### config.mk
export PLATFORM = sky130hd
export DESIGN_NAME = ls_unit
export DESIGN_NICKNAME = d
export VERILOG_FILES = /design/src/verilog/ls_unit_pkg.sv /design/src/verilog/rf_if.sv /design/src/verilog/ls_reg_bank.sv /design/src/verilog/ls_unit.sv
export VERILOG_INCLUDE_DIRS = /design/src /design/src/verilog
export SDC_FILE = /design/constraint.sdc
export NUM_CORES = 2
export LEC_CHECK = 0
export BUFFER_PORTS_ARGS = -buffer_cell sky130_fd_sc_hd__buf_2
export CELL_PAD_IN_SITES_DETAIL_PLACEMENT = 1
export CELL_PAD_IN_SITES_GLOBAL_PLACEMENT = 1
export CORE_UTILIZATION = 49
export CTS_BUF_LIST = sky130_fd_sc_hd__clkbuf_4 sky130_fd_sc_hd__clkbuf_8 sky130_fd_sc_hd__clkbuf_16
export CTS_CLUSTER_SIZE = 30
export DETAILED_ROUTE_END_ITERATION = 8
export PLACE_DENSITY = 0.81
export SETUP_SLACK_MARGIN = 0.02
export SLEW_MARGIN = 10
export SYNTH_ARGS = -nofsm -noshare
export SYNTH_HDL_FRONTEND = slang
export SYNTH_SLANG_ARGS = --single-unit
export TNS_END_PERCENT = 10
### constraint.sdc
create_clock -name i_clk -period 8.7 [get_ports i_clk]
set_input_delay 0.435 -clock i_clk [delete_from_list [all_inputs] [get_ports i_clk]]
set_output_delay 0.435 -clock i_clk [all_outputs]
set_load 0.02 [all_outputs]
### src/verilog/ls_unit_map.svh
// Field positions and fixed offsets of the single load/store unit
`ifndef LS_UNIT_MAP_SVH
`define LS_UNIT_MAP_SVH

// ==========================================================
// Instruction fields
`define F_COND     31:28
`define F_CLASS    27:26
`define F_IREG     25
`define F_PRE      24
`define F_UP       23
`define F_BYTE     22
`define F_WB       21
`define F_LOAD     20
`define F_RN       19:16
`define F_RD       15:12
`define F_IMM      11:0
`define F_SAMT     11:7
`define F_STYP     6:5
`define F_SREG     4
`define F_RM       3:0
`define CLASS_SDT  2'h1

// ==========================================================
// Flag positions in i_flags
`define FLG_N      3
`define FLG_Z      2
`define FLG_C      1
`define FLG_V      0

// ==========================================================
// Program counter handling
`define PC_IDX        4'hf
`define PC_BASE_OFS   32'h8
`define PC_STORE_OFS  32'hc
`define IMM_PAD       20'h0

`endif

### src/verilog/ls_unit_pkg.sv
// Types of the single load/store unit
package ls_unit_pkg;

	// ==========================================================
	// Sequencer states, bus cycle kinds, shift types and condition codes
	typedef enum logic [2:0] {
		S_IDLE    = 3'b000,
		S_FETCH   = 3'b001,
		S_DATA    = 3'b010,
		S_INT     = 3'b011,
		S_REFILL1 = 3'b100,
		S_REFILL2 = 3'b101
	} state_t;

	typedef enum logic [1:0] {
		CYC_NONE  = 2'b00,
		CYC_FETCH = 2'b01,
		CYC_DATA  = 2'b10,
		CYC_INT   = 2'b11
	} cyc_t;

	typedef enum logic [1:0] {
		SH_LSL = 2'b00,
		SH_LSR = 2'b01,
		SH_ASR = 2'b10,
		SH_ROR = 2'b11
	} shift_t;

	typedef enum logic [3:0] {
		C_EQ = 4'b0000, C_NE = 4'b0001, C_CS = 4'b0010, C_CC = 4'b0011,
		C_MI = 4'b0100, C_PL = 4'b0101, C_VS = 4'b0110, C_VC = 4'b0111,
		C_HI = 4'b1000, C_LS = 4'b1001, C_GE = 4'b1010, C_LT = 4'b1011,
		C_GT = 4'b1100, C_LE = 4'b1101, C_AL = 4'b1110, C_NV = 4'b1111
	} cond_t;

	// ==========================================================
	// Sequencer state record
	typedef struct packed {
		state_t      state;
		logic [31:0] ins;
		logic [31:0] iaddr;
		logic [31:0] base;
		logic [31:0] wb;
		logic        wb_en;
		logic [31:0] ld;
		logic        abort;
		logic        mem_req;
		logic        mem_wr;
		logic        mem_byte;
		logic        mem_user;
		logic [31:0] mem_addr;
		logic [31:0] mem_wdata;
		cyc_t        cyc;
		logic        busy;
		logic        done;
		logic        data_abort;
		logic        undef;
		logic        pc_load;
		logic [31:0] pc_new;
	} core_t;

endpackage : ls_unit_pkg

### src/verilog/rf_if.sv
// Register bank access bundle between sequencer and bank
`timescale 1ns/1ps

interface rf_if #(
	parameter int DW  = 32,
	parameter int AW  = 4,
	parameter int NRD = 4
);
	logic [NRD-1:0][AW-1:0] raddr;
	logic [NRD-1:0][DW-1:0] rdata;
	logic                   we;
	logic [AW-1:0]          waddr;
	logic [DW-1:0]          wdata;

	modport core (output raddr, output we, output waddr, output wdata, input rdata);
	modport bank (input raddr, input we, input waddr, input wdata, output rdata);
endinterface : rf_if

### src/verilog/ls_reg_bank.sv
// Register bank with registered read ports and one write port
`timescale 1ns/1ps

module ls_reg_bank #(
	parameter int DW  = 32,
	parameter int AW  = 4,
	parameter int NRD = 4
) (
	input  wire logic i_clk,
	input  wire logic i_rst_b,
	input  wire logic i_ce,
	rf_if.bank        rf
);
	typedef struct packed {
		logic [(1<<AW)-1:0][DW-1:0] mem;
		logic [NRD-1:0][DW-1:0]     rd;
	} bank_t;

	bank_t cur_ff;
	bank_t nxt_bank;

	// ==========================================================
	// Read before write: a read in the write cycle sees old data
	always_comb begin
		nxt_bank = cur_ff;
		for (int i = 0; i < NRD; i++) begin
			nxt_bank.rd[i] = cur_ff.mem[rf.raddr[i]];
		end
		if (rf.we) begin
			nxt_bank.mem[rf.waddr] = rf.wdata;
		end
	end

	always_ff @(posedge i_clk) begin
		if (!i_rst_b) begin
			cur_ff <= '0;
		end else if (i_ce) begin
			cur_ff <= nxt_bank;
		end
	end

	for (genvar g = 0; g < NRD; g++) begin : g_rd
		assign rf.rdata[g] = cur_ff.rd[g];
	end
endmodule : ls_reg_bank

### src/verilog/ls_unit.sv
// Single load/store execution unit: addressing, lane steering, sequencing
//
// The strobed register port and the placing of the registers were chosen for this implementation.
`timescale 1ns/1ps
`include "ls_unit_map.svh"

// Operation
// RL1: Run only when condition field passes current flags, else no operation.
// RL2: Offset is 12-bit unsigned immediate or optionally shifted register.
// RL3: Up bit set adds offset to base, clear subtracts it.
// RL4: Pre bit set uses modified base as address, clear uses old base.
// RL5: Pre-indexed write-back bit selects whether modified base is stored.
// RL6: Post-indexed transfers always write the modified base back.
// RL7: Post-indexed with write-back bit forces non-privileged memory cycle.
// RL8: Register offset uses immediate shift only; register shift amounts unsupported.
// RL9: Byte bit selects byte transfer, clear selects word transfer.
// RL10: Little endian byte load takes lane by address, zero-extended.
// RL11: Byte store repeats low byte on all four lanes.
// RL12: Little endian unaligned word load rotates addressed byte to bits 7..0.
// RL13: Big endian byte load takes lane from top downward, zero-extended.
// RL14: Big endian word load at offset 0 or 2 puts byte at 31..24.
// RL15: Word store drives register unrotated whatever the alignment.
// RL16: Program counter as base reads instruction address plus eight.
// RL17: Program counter stored by word store gives instruction address plus twelve.
// RL18: Software never writes back a PC base nor uses PC as offset.
// RL19: Software never post-indexes with offset register equal to base.
// RL20: With late aborts the base is updated before the abort handler.
// RL21: Memory abort on a transfer is reported as a data abort.
// RL22: Load takes fetch, read, internal; PC load adds two refill fetches.
// RL23: Store takes one fetch then one data write.
// RL24: Big endian word load at offset 1 or 3 rotates likewise.
// RL25: Internal lane positions stay as for 32-bit memory with 16-bit memory.
module ls_unit #(
	parameter int DW = 32,
	parameter int AW = 4
) (
	input  wire logic          i_clk,
	input  wire logic          i_rst_b,
	input  wire logic          i_ce,
	input  wire logic          i_instr_valid,
	input  wire logic [31:0]   i_instr,
	input  wire logic [31:0]   i_instr_addr,
	input  wire logic [3:0]    i_flags,
	input  wire logic          i_priv,
	input  wire logic          i_big_endian,
	input  wire logic          i_late_abort,
	input  wire logic [31:0]   i_mem_rdata,
	input  wire logic          i_mem_abort,
	input  wire logic [AW-1:0] i_reg_addr,
	input  wire logic [DW-1:0] i_reg_wdata,
	input  wire logic          i_reg_wr,
	input  wire logic          i_reg_rd,
	output logic               o_busy,
	output logic [1:0]         o_cyc,
	output logic               o_mem_req,
	output logic               o_mem_wr,
	output logic               o_mem_byte,
	output logic               o_mem_user,
	output logic [31:0]        o_mem_addr,
	output logic [31:0]        o_mem_wdata,
	output logic               o_done,
	output logic               o_data_abort,
	output logic               o_undef,
	output logic               o_pc_load,
	output logic [31:0]        o_pc_new,
	output logic [DW-1:0]      o_reg_rdata
);
	ls_unit_pkg::core_t cur_ff;
	ls_unit_pkg::core_t nxt_core;

	rf_if #(.DW(DW), .AW(AW), .NRD(4)) rf ();

	ls_reg_bank #(.DW(DW), .AW(AW), .NRD(4)) u_bank (
		.i_clk   (i_clk),
		.i_rst_b (i_rst_b),
		.i_ce    (i_ce),
		.rf      (rf.bank)
	);

	// ==========================================================
	// Helpers
	function automatic logic cond_pass(input logic [3:0] c, input logic [3:0] f);
		logic n;
		logic z;
		logic cy;
		logic v;
		n  = f[`FLG_N];
		z  = f[`FLG_Z];
		cy = f[`FLG_C];
		v  = f[`FLG_V];
		case (ls_unit_pkg::cond_t'(c))
			ls_unit_pkg::C_EQ: cond_pass = z;
			ls_unit_pkg::C_NE: cond_pass = !z;
			ls_unit_pkg::C_CS: cond_pass = cy;
			ls_unit_pkg::C_CC: cond_pass = !cy;
			ls_unit_pkg::C_MI: cond_pass = n;
			ls_unit_pkg::C_PL: cond_pass = !n;
			ls_unit_pkg::C_VS: cond_pass = v;
			ls_unit_pkg::C_VC: cond_pass = !v;
			ls_unit_pkg::C_HI: cond_pass = cy && !z;
			ls_unit_pkg::C_LS: cond_pass = !cy || z;
			ls_unit_pkg::C_GE: cond_pass = (n == v);
			ls_unit_pkg::C_LT: cond_pass = (n != v);
			ls_unit_pkg::C_GT: cond_pass = !z && (n == v);
			ls_unit_pkg::C_LE: cond_pass = z || (n != v);
			ls_unit_pkg::C_AL: cond_pass = 1'b1;
			default:           cond_pass = 1'b0;
		endcase
	endfunction : cond_pass

	// Amount zero encodes the 32-place and extended-rotate forms
	function automatic logic [31:0] shift_imm(input logic [31:0] val, input logic [1:0] typ,
		input logic [4:0] amt, input logic cin);
		logic [5:0] back;
		back = 6'h20 - {1'b0, amt};
		case (ls_unit_pkg::shift_t'(typ))
			ls_unit_pkg::SH_LSL: shift_imm = val << amt;
			ls_unit_pkg::SH_LSR: shift_imm = (amt == 5'h0) ? 32'h0 : val >> amt;
			ls_unit_pkg::SH_ASR: shift_imm = (amt == 5'h0) ? {32{val[31]}}
				: 32'($signed(val) >>> amt);
			ls_unit_pkg::SH_ROR: shift_imm = (amt == 5'h0) ? {cin, val[31:1]}
				: ((val >> amt) | (val << back));
			default:             shift_imm = val;
		endcase
	endfunction : shift_imm

	// Lane numbering is that of the internal bus even behind 16-bit memory
	function automatic logic [31:0] load_align(input logic [31:0] raw, input logic [1:0] a,
		input logic byte_op, input logic be);
		logic [1:0]  lane;
		logic [63:0] dbl;
		logic [5:0]  sh;
		lane = be ? ~a : a;
		dbl  = {raw, raw};
		sh   = {a, 3'h0};
		if (byte_op) begin
			load_align = {24'h0, raw[{lane, 3'h0} +: 8]};
		end else if (be) begin
			load_align = 32'((dbl << sh) >> 32);
		end else begin
			load_align = 32'(dbl >> sh);
		end
	endfunction : load_align

	// ==========================================================
	// Datapath
	logic [31:0] ins_w;
	logic [3:0]  rn;
	logic [3:0]  rd;
	logic [31:0] base_v;
	logic [31:0] off_v;
	logic [31:0] mod_v;
	logic [31:0] src_v;
	logic        post;
	logic        bad_op;

	assign ins_w = cur_ff.ins;
	assign rn    = ins_w[`F_RN];
	assign rd    = ins_w[`F_RD];
	assign post  = !ins_w[`F_PRE];
	// RL16 pc base plus eight
	assign base_v = (rn == `PC_IDX) ? cur_ff.iaddr + `PC_BASE_OFS : rf.rdata[0];
	// RL2 immediate or shifted register
	assign off_v  = ins_w[`F_IREG]
		? shift_imm(rf.rdata[1], ins_w[`F_STYP], ins_w[`F_SAMT], i_flags[`FLG_C])
		: {`IMM_PAD, ins_w[`F_IMM]};
	// RL3 add or subtract offset
	assign mod_v  = ins_w[`F_UP] ? base_v + off_v : base_v - off_v;
	// RL17 pc stored as address plus twelve
	assign src_v  = (rd == `PC_IDX) ? cur_ff.iaddr + `PC_STORE_OFS : rf.rdata[2];
	// RL8 register-specified shift amounts rejected
	assign bad_op = (ins_w[`F_CLASS] != `CLASS_SDT) || (ins_w[`F_IREG] && ins_w[`F_SREG]);

	// ==========================================================
	// Sequencer
	always_comb begin
		nxt_core            = cur_ff;
		nxt_core.done       = 1'b0;
		nxt_core.data_abort = 1'b0;
		nxt_core.undef      = 1'b0;
		nxt_core.pc_load    = 1'b0;
		nxt_core.mem_req    = 1'b0;
		nxt_core.mem_wr     = 1'b0;
		rf.we               = 1'b0;
		rf.waddr            = rn;
		rf.wdata            = cur_ff.wb;
		if (cur_ff.state == ls_unit_pkg::S_IDLE) begin
			rf.raddr[0] = i_instr[`F_RN];
			rf.raddr[1] = i_instr[`F_RM];
			rf.raddr[2] = i_instr[`F_RD];
		end else begin
			rf.raddr[0] = rn;
			rf.raddr[1] = ins_w[`F_RM];
			rf.raddr[2] = rd;
		end
		rf.raddr[3] = i_reg_addr;
		case (cur_ff.state)
			ls_unit_pkg::S_IDLE: begin
				nxt_core.cyc = ls_unit_pkg::CYC_NONE;
				if (i_instr_valid) begin
					nxt_core.ins   = i_instr;
					nxt_core.iaddr = i_instr_addr;
					nxt_core.abort = 1'b0;
					nxt_core.state = ls_unit_pkg::S_FETCH;
					nxt_core.cyc   = ls_unit_pkg::CYC_FETCH;
					nxt_core.busy  = 1'b1;
				end
			end
			ls_unit_pkg::S_FETCH: begin
				nxt_core.base  = base_v;
				nxt_core.wb    = mod_v;
				// RL5 RL6 write-back choice; RL18 pc base never written back
				nxt_core.wb_en = (post || ins_w[`F_WB]) && (rn != `PC_IDX);
				// RL1 failed condition ends as no operation
				if (!cond_pass(ins_w[`F_COND], i_flags) || bad_op) begin
					nxt_core.undef = cond_pass(ins_w[`F_COND], i_flags);
					nxt_core.state = ls_unit_pkg::S_IDLE;
					nxt_core.cyc   = ls_unit_pkg::CYC_NONE;
					nxt_core.busy  = 1'b0;
					nxt_core.done  = 1'b1;
				end else begin
					nxt_core.state    = ls_unit_pkg::S_DATA;
					nxt_core.cyc      = ls_unit_pkg::CYC_DATA;
					nxt_core.mem_req  = 1'b1;
					nxt_core.mem_wr   = !ins_w[`F_LOAD];
					// RL9 byte or word transfer
					nxt_core.mem_byte = ins_w[`F_BYTE];
					// RL7 forced user access
					nxt_core.mem_user = !i_priv || (post && ins_w[`F_WB]);
					// RL4 pre uses modified base
					nxt_core.mem_addr = post ? base_v : mod_v;
					// RL11 RL15 byte replicated, word unrotated
					nxt_core.mem_wdata = ins_w[`F_BYTE] ? {4{src_v[7:0]}} : src_v;
				end
			end
			ls_unit_pkg::S_DATA: begin
				// RL21 memory abort captured
				nxt_core.abort = i_mem_abort;
				// RL10 RL12 RL13 RL14 RL24 RL25 lane steering and rotation
				nxt_core.ld    = load_align(i_mem_rdata, cur_ff.mem_addr[1:0],
					ins_w[`F_BYTE], i_big_endian);
				// RL20 late abort keeps base update
				if (cur_ff.wb_en && (!i_mem_abort || i_late_abort)) begin
					rf.we = 1'b1;
				end
				// RL22 RL23 load adds internal cycle
				if (ins_w[`F_LOAD]) begin
					nxt_core.state = ls_unit_pkg::S_INT;
					nxt_core.cyc   = ls_unit_pkg::CYC_INT;
				end else begin
					nxt_core.state      = ls_unit_pkg::S_IDLE;
					nxt_core.cyc        = ls_unit_pkg::CYC_NONE;
					nxt_core.busy       = 1'b0;
					nxt_core.done       = 1'b1;
					nxt_core.data_abort = i_mem_abort;
				end
			end
			ls_unit_pkg::S_INT: begin
				if (!cur_ff.abort) begin
					rf.we    = 1'b1;
					rf.waddr = rd;
					rf.wdata = cur_ff.ld;
				end
				// RL22 pc load refills pipeline
				if (!cur_ff.abort && (rd == `PC_IDX)) begin
					nxt_core.pc_load = 1'b1;
					nxt_core.pc_new  = cur_ff.ld;
					nxt_core.state   = ls_unit_pkg::S_REFILL1;
					nxt_core.cyc     = ls_unit_pkg::CYC_FETCH;
				end else begin
					nxt_core.state      = ls_unit_pkg::S_IDLE;
					nxt_core.cyc        = ls_unit_pkg::CYC_NONE;
					nxt_core.busy       = 1'b0;
					nxt_core.done       = 1'b1;
					nxt_core.data_abort = cur_ff.abort;
				end
			end
			ls_unit_pkg::S_REFILL1: begin
				nxt_core.state = ls_unit_pkg::S_REFILL2;
				nxt_core.cyc   = ls_unit_pkg::CYC_FETCH;
			end
			ls_unit_pkg::S_REFILL2: begin
				nxt_core.state = ls_unit_pkg::S_IDLE;
				nxt_core.cyc   = ls_unit_pkg::CYC_NONE;
				nxt_core.busy  = 1'b0;
				nxt_core.done  = 1'b1;
			end
			default: begin
				nxt_core.state = ls_unit_pkg::S_IDLE;
				nxt_core.cyc   = ls_unit_pkg::CYC_NONE;
				nxt_core.busy  = 1'b0;
			end
		endcase
		// Software write loses to a core write in the same cycle
		if (!rf.we && i_reg_wr) begin
			rf.we    = 1'b1;
			rf.waddr = i_reg_addr;
			rf.wdata = i_reg_wdata;
		end
	end

	always_ff @(posedge i_clk) begin
		if (!i_rst_b) begin
			cur_ff <= '0;
		end else if (i_ce) begin
			cur_ff <= nxt_core;
		end
	end

	assign o_busy       = cur_ff.busy;
	assign o_cyc        = cur_ff.cyc;
	assign o_mem_req    = cur_ff.mem_req;
	assign o_mem_wr     = cur_ff.mem_wr;
	assign o_mem_byte   = cur_ff.mem_byte;
	assign o_mem_user   = cur_ff.mem_user;
	assign o_mem_addr   = cur_ff.mem_addr;
	assign o_mem_wdata  = cur_ff.mem_wdata;
	assign o_done       = cur_ff.done;
	assign o_data_abort = cur_ff.data_abort;
	assign o_undef      = cur_ff.undef;
	assign o_pc_load    = cur_ff.pc_load;
	assign o_pc_new     = cur_ff.pc_new;
	assign o_reg_rdata  = rf.rdata[3];

	logic in_fetch;
	logic in_data;
	logic cpass;
	assign in_fetch = cur_ff.state == ls_unit_pkg::S_FETCH;
	assign in_data  = cur_ff.state == ls_unit_pkg::S_DATA;
	assign cpass    = cond_pass(ins_w[`F_COND], i_flags);
endmodule : ls_unit

---- After elaboration in Yosys (flattened, before gate mapping) ----
Index checks and enable logic that the tools add are counted.
Widths: inputs -> output; s select.
operators by class
  shifts and indexed selects .............. 7
  equality and inequality tests ........... 32
  reduce and logical (&&, ||, !) cells .... 41
  mux-type cells .......................... 61
  order comparisons ....................... 6
  $add $sub $neg .......................... 5
  bitwise gates (word level) .............. 4
operators by type and width
  kind                   count
  $mux 32                19
  $bmux 32 s4            4
  $bwmux 512             1
  $mux 68                2
  $demux 32 s4           1
  $pmux 32 s4            1
  $mux 67                1
  $mux 33                2
  $add 32x4->32 const B  2
  $shl 64x5->64          1
  $shr 64x5->32          1
  $eq 4x4->1 const B     9
  $add 32x32->32         1
  $or 32x32->32          1
  $shiftx 32x6->8        1
  $shl 32x5->32          1
  $shl 32x6->32          1
  $shr 32x5->32          1
  $sshr 32x5->32         1
  $sub 32x32->32         1
  $lt 4x5->1 const B     5
  $eq 4x3->1 const B     4
  $pmux 1 s15            1
  $pmux 3 s5             1
  36 further kinds       93
word-level totals
  register bits after elaboration ......... 880
  input bits .............................. 146

---- Depth between registers and ports, before layout ----
  depth after elaboration ................. 13
  depth in mapped cells ................... 36

---- By module ----
From an unflattened synthesis, not the netlist that was laid out.
unflattened totals
  cell total of the unflattened synthesis .. 8327
  area, all modules ....................... 64745.8 um2
by module, submodules not included
  module       area an instance (um2)  instances  cells each  sequential area each (um2)
  ls_reg_bank  40647.7                 1          5162        12812.3
  ls_unit      24098.1                 1          3165        4804.6

---- Least setup slack after synthesis ----
Ideal clock, no wire load.
  kind .................................... flip-flop to flip-flop
  start ................................... register cur_ff (netlist bit ins_w[7])
  end ..................................... register cur_ff (netlist bit o_mem_addr[30])
  stages on the path, launching flop included .. 34
  slack ................................... 1431 ps
  clock period less this slack ............ 7269 ps
  path buffers ............................ 8
  arrival ................................. 7178 ps
  path through ............................ dfxtp_1 > buf_6 > buf_12 > inv_2 > buf_6 > buf_6 > buf_6 > buf_6 > ha_1 > buf_2 > buf_2 > mux2_2 > mux2_1 > mux2i_4 > o2111ai_1 > a211o_1 > a221o_1 > or2_4 > nor4_4 > a21oi_1 > xnor2_1 > ha_1 > a21o_1 > a21o_1 > a21o_1 > a21o_1 > a221oi_1 > a21oi_1 > a211o_1 > a31oi_1 > nor2b_1 > o21ai_0 > mux2_2 > a311oi_1
on the way
  cells in the longest elaborated chain, start to end .. 9
ends and longest elaborated chain
  what                                                     RTL line        source
  from (decl)                                              ls_unit.sv:68   ls_unit_pkg::core_t cur_ff;
  from (signal assigned)                                   ls_unit.sv:306  cur_ff <= nxt_core;
  $sub 6x5->6                                              ls_unit.sv:115  back = 6'h20 - {1'b0, amt};
  $shl 32x6->32                                            ls_unit.sv:122  : ((val >> amt) | (val << back));
  $or 32x32->32                                            ls_unit.sv:122
  $mux 32                                                  ls_unit.sv:121  ls_unit_pkg::SH_ROR: shift_imm = (amt == 5'h0) ? {cin, val[31:1]}
  $pmux 32 s4                                              ls_unit.sv:116  case (ls_unit_pkg::shift_t'(typ))
  $mux 32 *                                                ls_unit.sv:164  assign off_v = ins_w[`F_IREG]
  $sub 32x32->32 / $add 32x32->32 (equally long branches)  ls_unit.sv:168  assign mod_v = ins_w[`F_UP] ? base_v + off_v : base_v - off_v;
  $mux 32 *                                                ls_unit.sv:168
  $mux 32 *                                                ls_unit.sv:231  nxt_core.mem_addr = post ? base_v : mod_v;
Mark *: on every way between the ends. The rest lies on a longest branch, timed or not.
A chain may end at the register's enable or synchronous reset.

---- Final worst setup path ----
  start ................................... register cur_ff (netlist bit ins_w[7])
  end ..................................... register cur_ff[172] (netlist name)
on the way
  cells in the longest elaborated chain, start to end .. 8
ends and longest elaborated chain
  what                                                     RTL line
  $sub 6x5->6                                              ls_unit.sv:115
  $shl 32x6->32                                            ls_unit.sv:122
  $or 32x32->32                                            ls_unit.sv:122
  $mux 32                                                  ls_unit.sv:121
  $pmux 32 s4                                              ls_unit.sv:116
  $mux 32 *                                                ls_unit.sv:164
  $sub 32x32->32 / $add 32x32->32 (equally long branches)  ls_unit.sv:168
  $mux 32 *                                                ls_unit.sv:168
Marks and branches as above.

==> impl_metrics.csv <==
group,metric,value,unit
pwr,internal_power,0.00770,W
place,hpwl,191000,um
timing,hold_slack,29.9,ps
yosys,yosys_most_used_dff,"dfxtp_1",
clock_network,cts-root-buf,"clkbuf_16",
yosys,ys_types,107,
final_layout,nets,7094,
clock_network,clock_sinks,880,
yosys,synth_edf_count,0,
clock_network,clk_pin_slew,60,ps
worst_hold_path,hp-start,"i_instr[1]",
timing,period_needed,7650,ps
routing,wl_per_cell,34.7,um
clock_network,cts_resized,0,
yosys,syn_nets,7280,
yosys,netlist_instances,7096,
final_layout,fin_cells,8631,
setup_path,r2r_end,"cur_ff[172]$_SDFFE_PN0P_",
yosys,synth_area,61700,um2
clock_network,clk_latency,770,ps
clock_network,cts_max_level,3,
setup_path,cp_max_fo,15,
clock_network,tritoncts,"done",
routing,drt_iter0_markers,9463,
clock_network,cts_buffers,99,
timing,max_freq,0.131,GHz
place,globalplace.congestion,1.05,
timing,rsz0062_at_grt,"no",
outcome,status,"completed",
floorplanning,dieWidth,357,um
floorplanning,initial_core_util,49.7,%
yosys,synthArstFlopShare,0,%
yosys,synth.ff_latch_count,880,
setup_path,rr_startpoint,"ins_w[7]$_SDFFE_PN0P_",
timing,hold_violations,0,
pwr,p_clk_share,40.6,%
timing,finalCritPeriodShare,87.9,%
pwr,switchingPower,0.00383,W
pwr,power,0.0115,W
setup_path,crit_arrival,8310,ps
timing,worstMarginPinSlew,1420,ps
setup_path,reg2regPathDepth,25,
worst_hold_path,hp-class,"primary input to flop",
floorplanning,dieHeight,357,um
routing,drc,0,
floorplanning,row_count,129,
pwr,combPwrFrac,22.7,%
pwr,power_leakage,23.1,nW
floorplanning,io_pins,285,
timing,setup_tns,0,ps
setup_path,crit_family,"compound AO/OA/AOI/OAI gates",
pwr,irDropWorstVdd,0.171,mV
global_routing,grt-ovfl-total,0,
final_layout,n_fill_cell,14250,
pwr,seq_power_share,36.7,%
routing,first_pass_iters,6,
yosys,yosysSeqAreaShare,28.5,%
timing,maxSlewHeadroom,5.09,%
routing,ant_nets,0,
setup_path,setup.worst_path.end_class,"flop",
routing,vias,62492,
timing,setup_viol_count_final,0,
job,max_cap_viol_count,0,
setup_path,start_kind,"flop",
routing,finalWirelength,299000,um
clock_network,clockBufferDepth,3,
place,port-buffer-count,283,
final_layout,drive_gt1_share,20.8,%
setup_path,path_buf_inv,2,
timing,worst_slack,1050,ps
routing,routed_via_density,7.24,
worst_hold_path,hold_path_end,"ins_w[1]$_SDFFE_PN0P_",
global_routing,grt.total_usage,45.8,%
timing,slew_viol_final,0,
place,dp_cells,8395,
yosys,synth_area_per_cell,8.70,um2
global_routing,grt_pass1_vias,61644,
setup_path,r2r_slack,1050,ps
setup_path,crit_type,"flop to flop",
place,dp_slack,1330,ps
setup_path,cpMaxStageDelayCell,"ha_1",
global_routing,antenna_found_initial,25,
floorplanning,dieArea,127000,um2
floorplanning,coreArea,124000,um2
pwr,power.density,171,nW/um2
final_layout,area_growth,9.37,%
worst_hold_path,holdPathStages,3,
timing,skew,65.0,ps
yosys,yosysWarnings,0,
setup_path,required,9360,ps
pwr,swShare,33.2,%
setup_path,slowest_delay,560,ps
global_routing,grt_pass1_wl,427000,um
global_routing,grt_max_degree,221,
## cell families after synthesis
family                   count (synthesis)  synth area share (%)
AND/OR/NAND/NOR                       2605                  17.7
buffers and inverters                  865                  6.56
AO/OA/AOI/OAI                         1589                  15.4
multiplexers                          1003                  29.4
XOR/XNOR                               116                  1.66
flip-flops                             880                  28.5
adder cells (fa/ha/maj)                 38                 0.782
## power by group through the flow
| stage | clock network [W] | registers (W) | logic, W |
|---|---|---|---|
| 5_1_grt | 0.00483 | 0.00423 | 0.00268 |
| 3_5_place_dp | 0 | 0.00431 | 0.00247 |
| 4_1_cts | 0.00467 | 0.00422 | 0.00250 |
| 2_1_floorplan | 0 | 0.00423 | 0.00159 |
| 3_3_place_gp | 0 | 0.00430 | 0.00244 |
| 6_report | 0.00468 | 0.00423 | 0.00262 |
## per-stage QoR
step | area [um2] | util (%)
floorplan | 61700 | -
global placement | 63400 | 51.0
detailed placement | 63400 | 51.0
CTS | 67500 | 54.3
global route | 67500 | 54.3
finish | 67500 | 54.3
## cells in the mapped netlist (all sizes together), types with 7 or more instances
library cell	number	area, um2
a2111oi	11	116
a211o	10	87.6
a211oi	175	1320
a21o	27	203
a21oi	855	4290
a221oi	16	140
a22oi	36	270
a311oi	12	105
a31oi	134	838
a32oi	7	61.3
and2	116	726
and3	19	119
buf	293	1900
clkbuf	541	2030
dfxtp	880	17600
ha	37	463
inv	30	113
mux2	47	537
mux2i	320	3220
mux4	636	14400
nand2	1708	6420
nand2b	27	169
nand3	84	425
nand4	26	163
nor2	436	1640
nor2b	39	244
nor3	71	370
nor4	11	126
o211ai	35	263
o21a	12	90.1
o21ai	156	781
o21bai	7	52.6
o221ai	8	70.1
o22ai	16	100
o31ai	9	95.1
or2	21	134
or3	15	93.8
xnor2	62	551
xor2	54	473
## area by class of cell
cell class	instances	area, um2	share of cell area [%]
multi-input cells	5351	40400	59.8
flip-flops and latches	880	17600	26.1
repair buffers	547	3730	5.52
clock buffers	138	2930	4.34
well taps	1637	2050	3.03
clock inverters	43	667	0.988
inverters	31	124	0.183
diodes	4	10.0	0.0148
## worst reg2reg max path, stage by stage (launching register included)
cell and delay [ps]:
dfxtp_4 490, inv_2 80, ha_1 560, buf_4 330, mux4_2 380, mux2_2 310, a311oi_1 560, a221o_1 310
o221ai_1 270, nor2_1 230, and3_1 370, a31oi_1 160, xnor2_1 360, ha_1 370, a21o_1 210, a21oi_1 180
nor2_1 70, o21a_1 170, o21a_1 170, a211oi_1 430, o31ai_1 220, or4_1 450, a31oi_1 290, o21ai_0 220
or3_1 340, nand3_1 80
## worst max path at each step
stage | from | endpoint | slack, ps | depth (start not counted)
after detailed placement | ins_w[7]$_SDFFE_PN0P_ | o_mem_addr[30]$_SDFFE_PN0P_ | 1330 | 24
final | ins_w[7]$_SDFFE_PN0P_ | cur_ff[172]$_SDFFE_PN0P_ | 1050 | 25
after floorplan | ins_w[7]$_SDFFE_PN0P_ | o_mem_addr[30]$_SDFFE_PN0P_ | 1430 | 33
after global routing | ins_w[9]$_SDFFE_PN0P_ | o_mem_addr[30]$_SDFFE_PN0P_ | 770 | 24
after global placement | ins_w[7]$_SDFFE_PN0P_ | o_mem_addr[30]$_SDFFE_PN0P_ | 1380 | 24
after CTS | ins_w[7]$_SDFFE_PN0P_ | cur_ff[172]$_SDFFE_PN0P_ | 1310 | 25
## routing by layer
layer  wire length, um  global-route usage [%]
met5               221                       0
met4             22800                    29.5
met3             40000                    14.5
met2            127000                    66.9
met1            110000                    58.4
## state kept, by name, summed over array words and instances (netlist names), 2 cells and up
| signal | flops |
|---|---|
| o_cyc | 2 |
| o_pc_new | 32 |
| ins_w | 32 |
| u_bank.rf.rdata | 128 |
| o_mem_addr | 32 |
| u_bank.cur_ff | 512 |
| cur_ff | 101 |
| o_mem_wdata | 32 |
## layout by cell type, fill, tap and decap left out, drive strengths merged, types with 34 or more instances in the layout
cell / synthesis / final
o211ai: 35 / 35
ha: 37 / 37
xor2: 54 / 54
and2: 116 / 116
nor3: 71 / 71
mux2: 47 / 47
nand2: 1708 / 1708
mux4: 636 / 636
nor2: 436 / 436
xnor2: 62 / 62
dlygate4sd3: 0 / 51
mux2i: 320 / 320
clkbuf: 541 / 138
a21oi: 855 / 855
a31oi: 134 / 134
buf: 293 / 496
a211oi: 175 / 175
nand3: 84 / 84
inv: 30 / 34
dfxtp: 880 / 880
a22oi: 36 / 36
nor2b: 39 / 39
o21ai: 156 / 156
## what timing repair did
item	4_1_cts	5_1_grt
hold endpoints to repair	51	0
hold buffers	51	0
setup buffers	0	0
setup endpoints to repair	0	0
(Power assumes the default switching activity.)
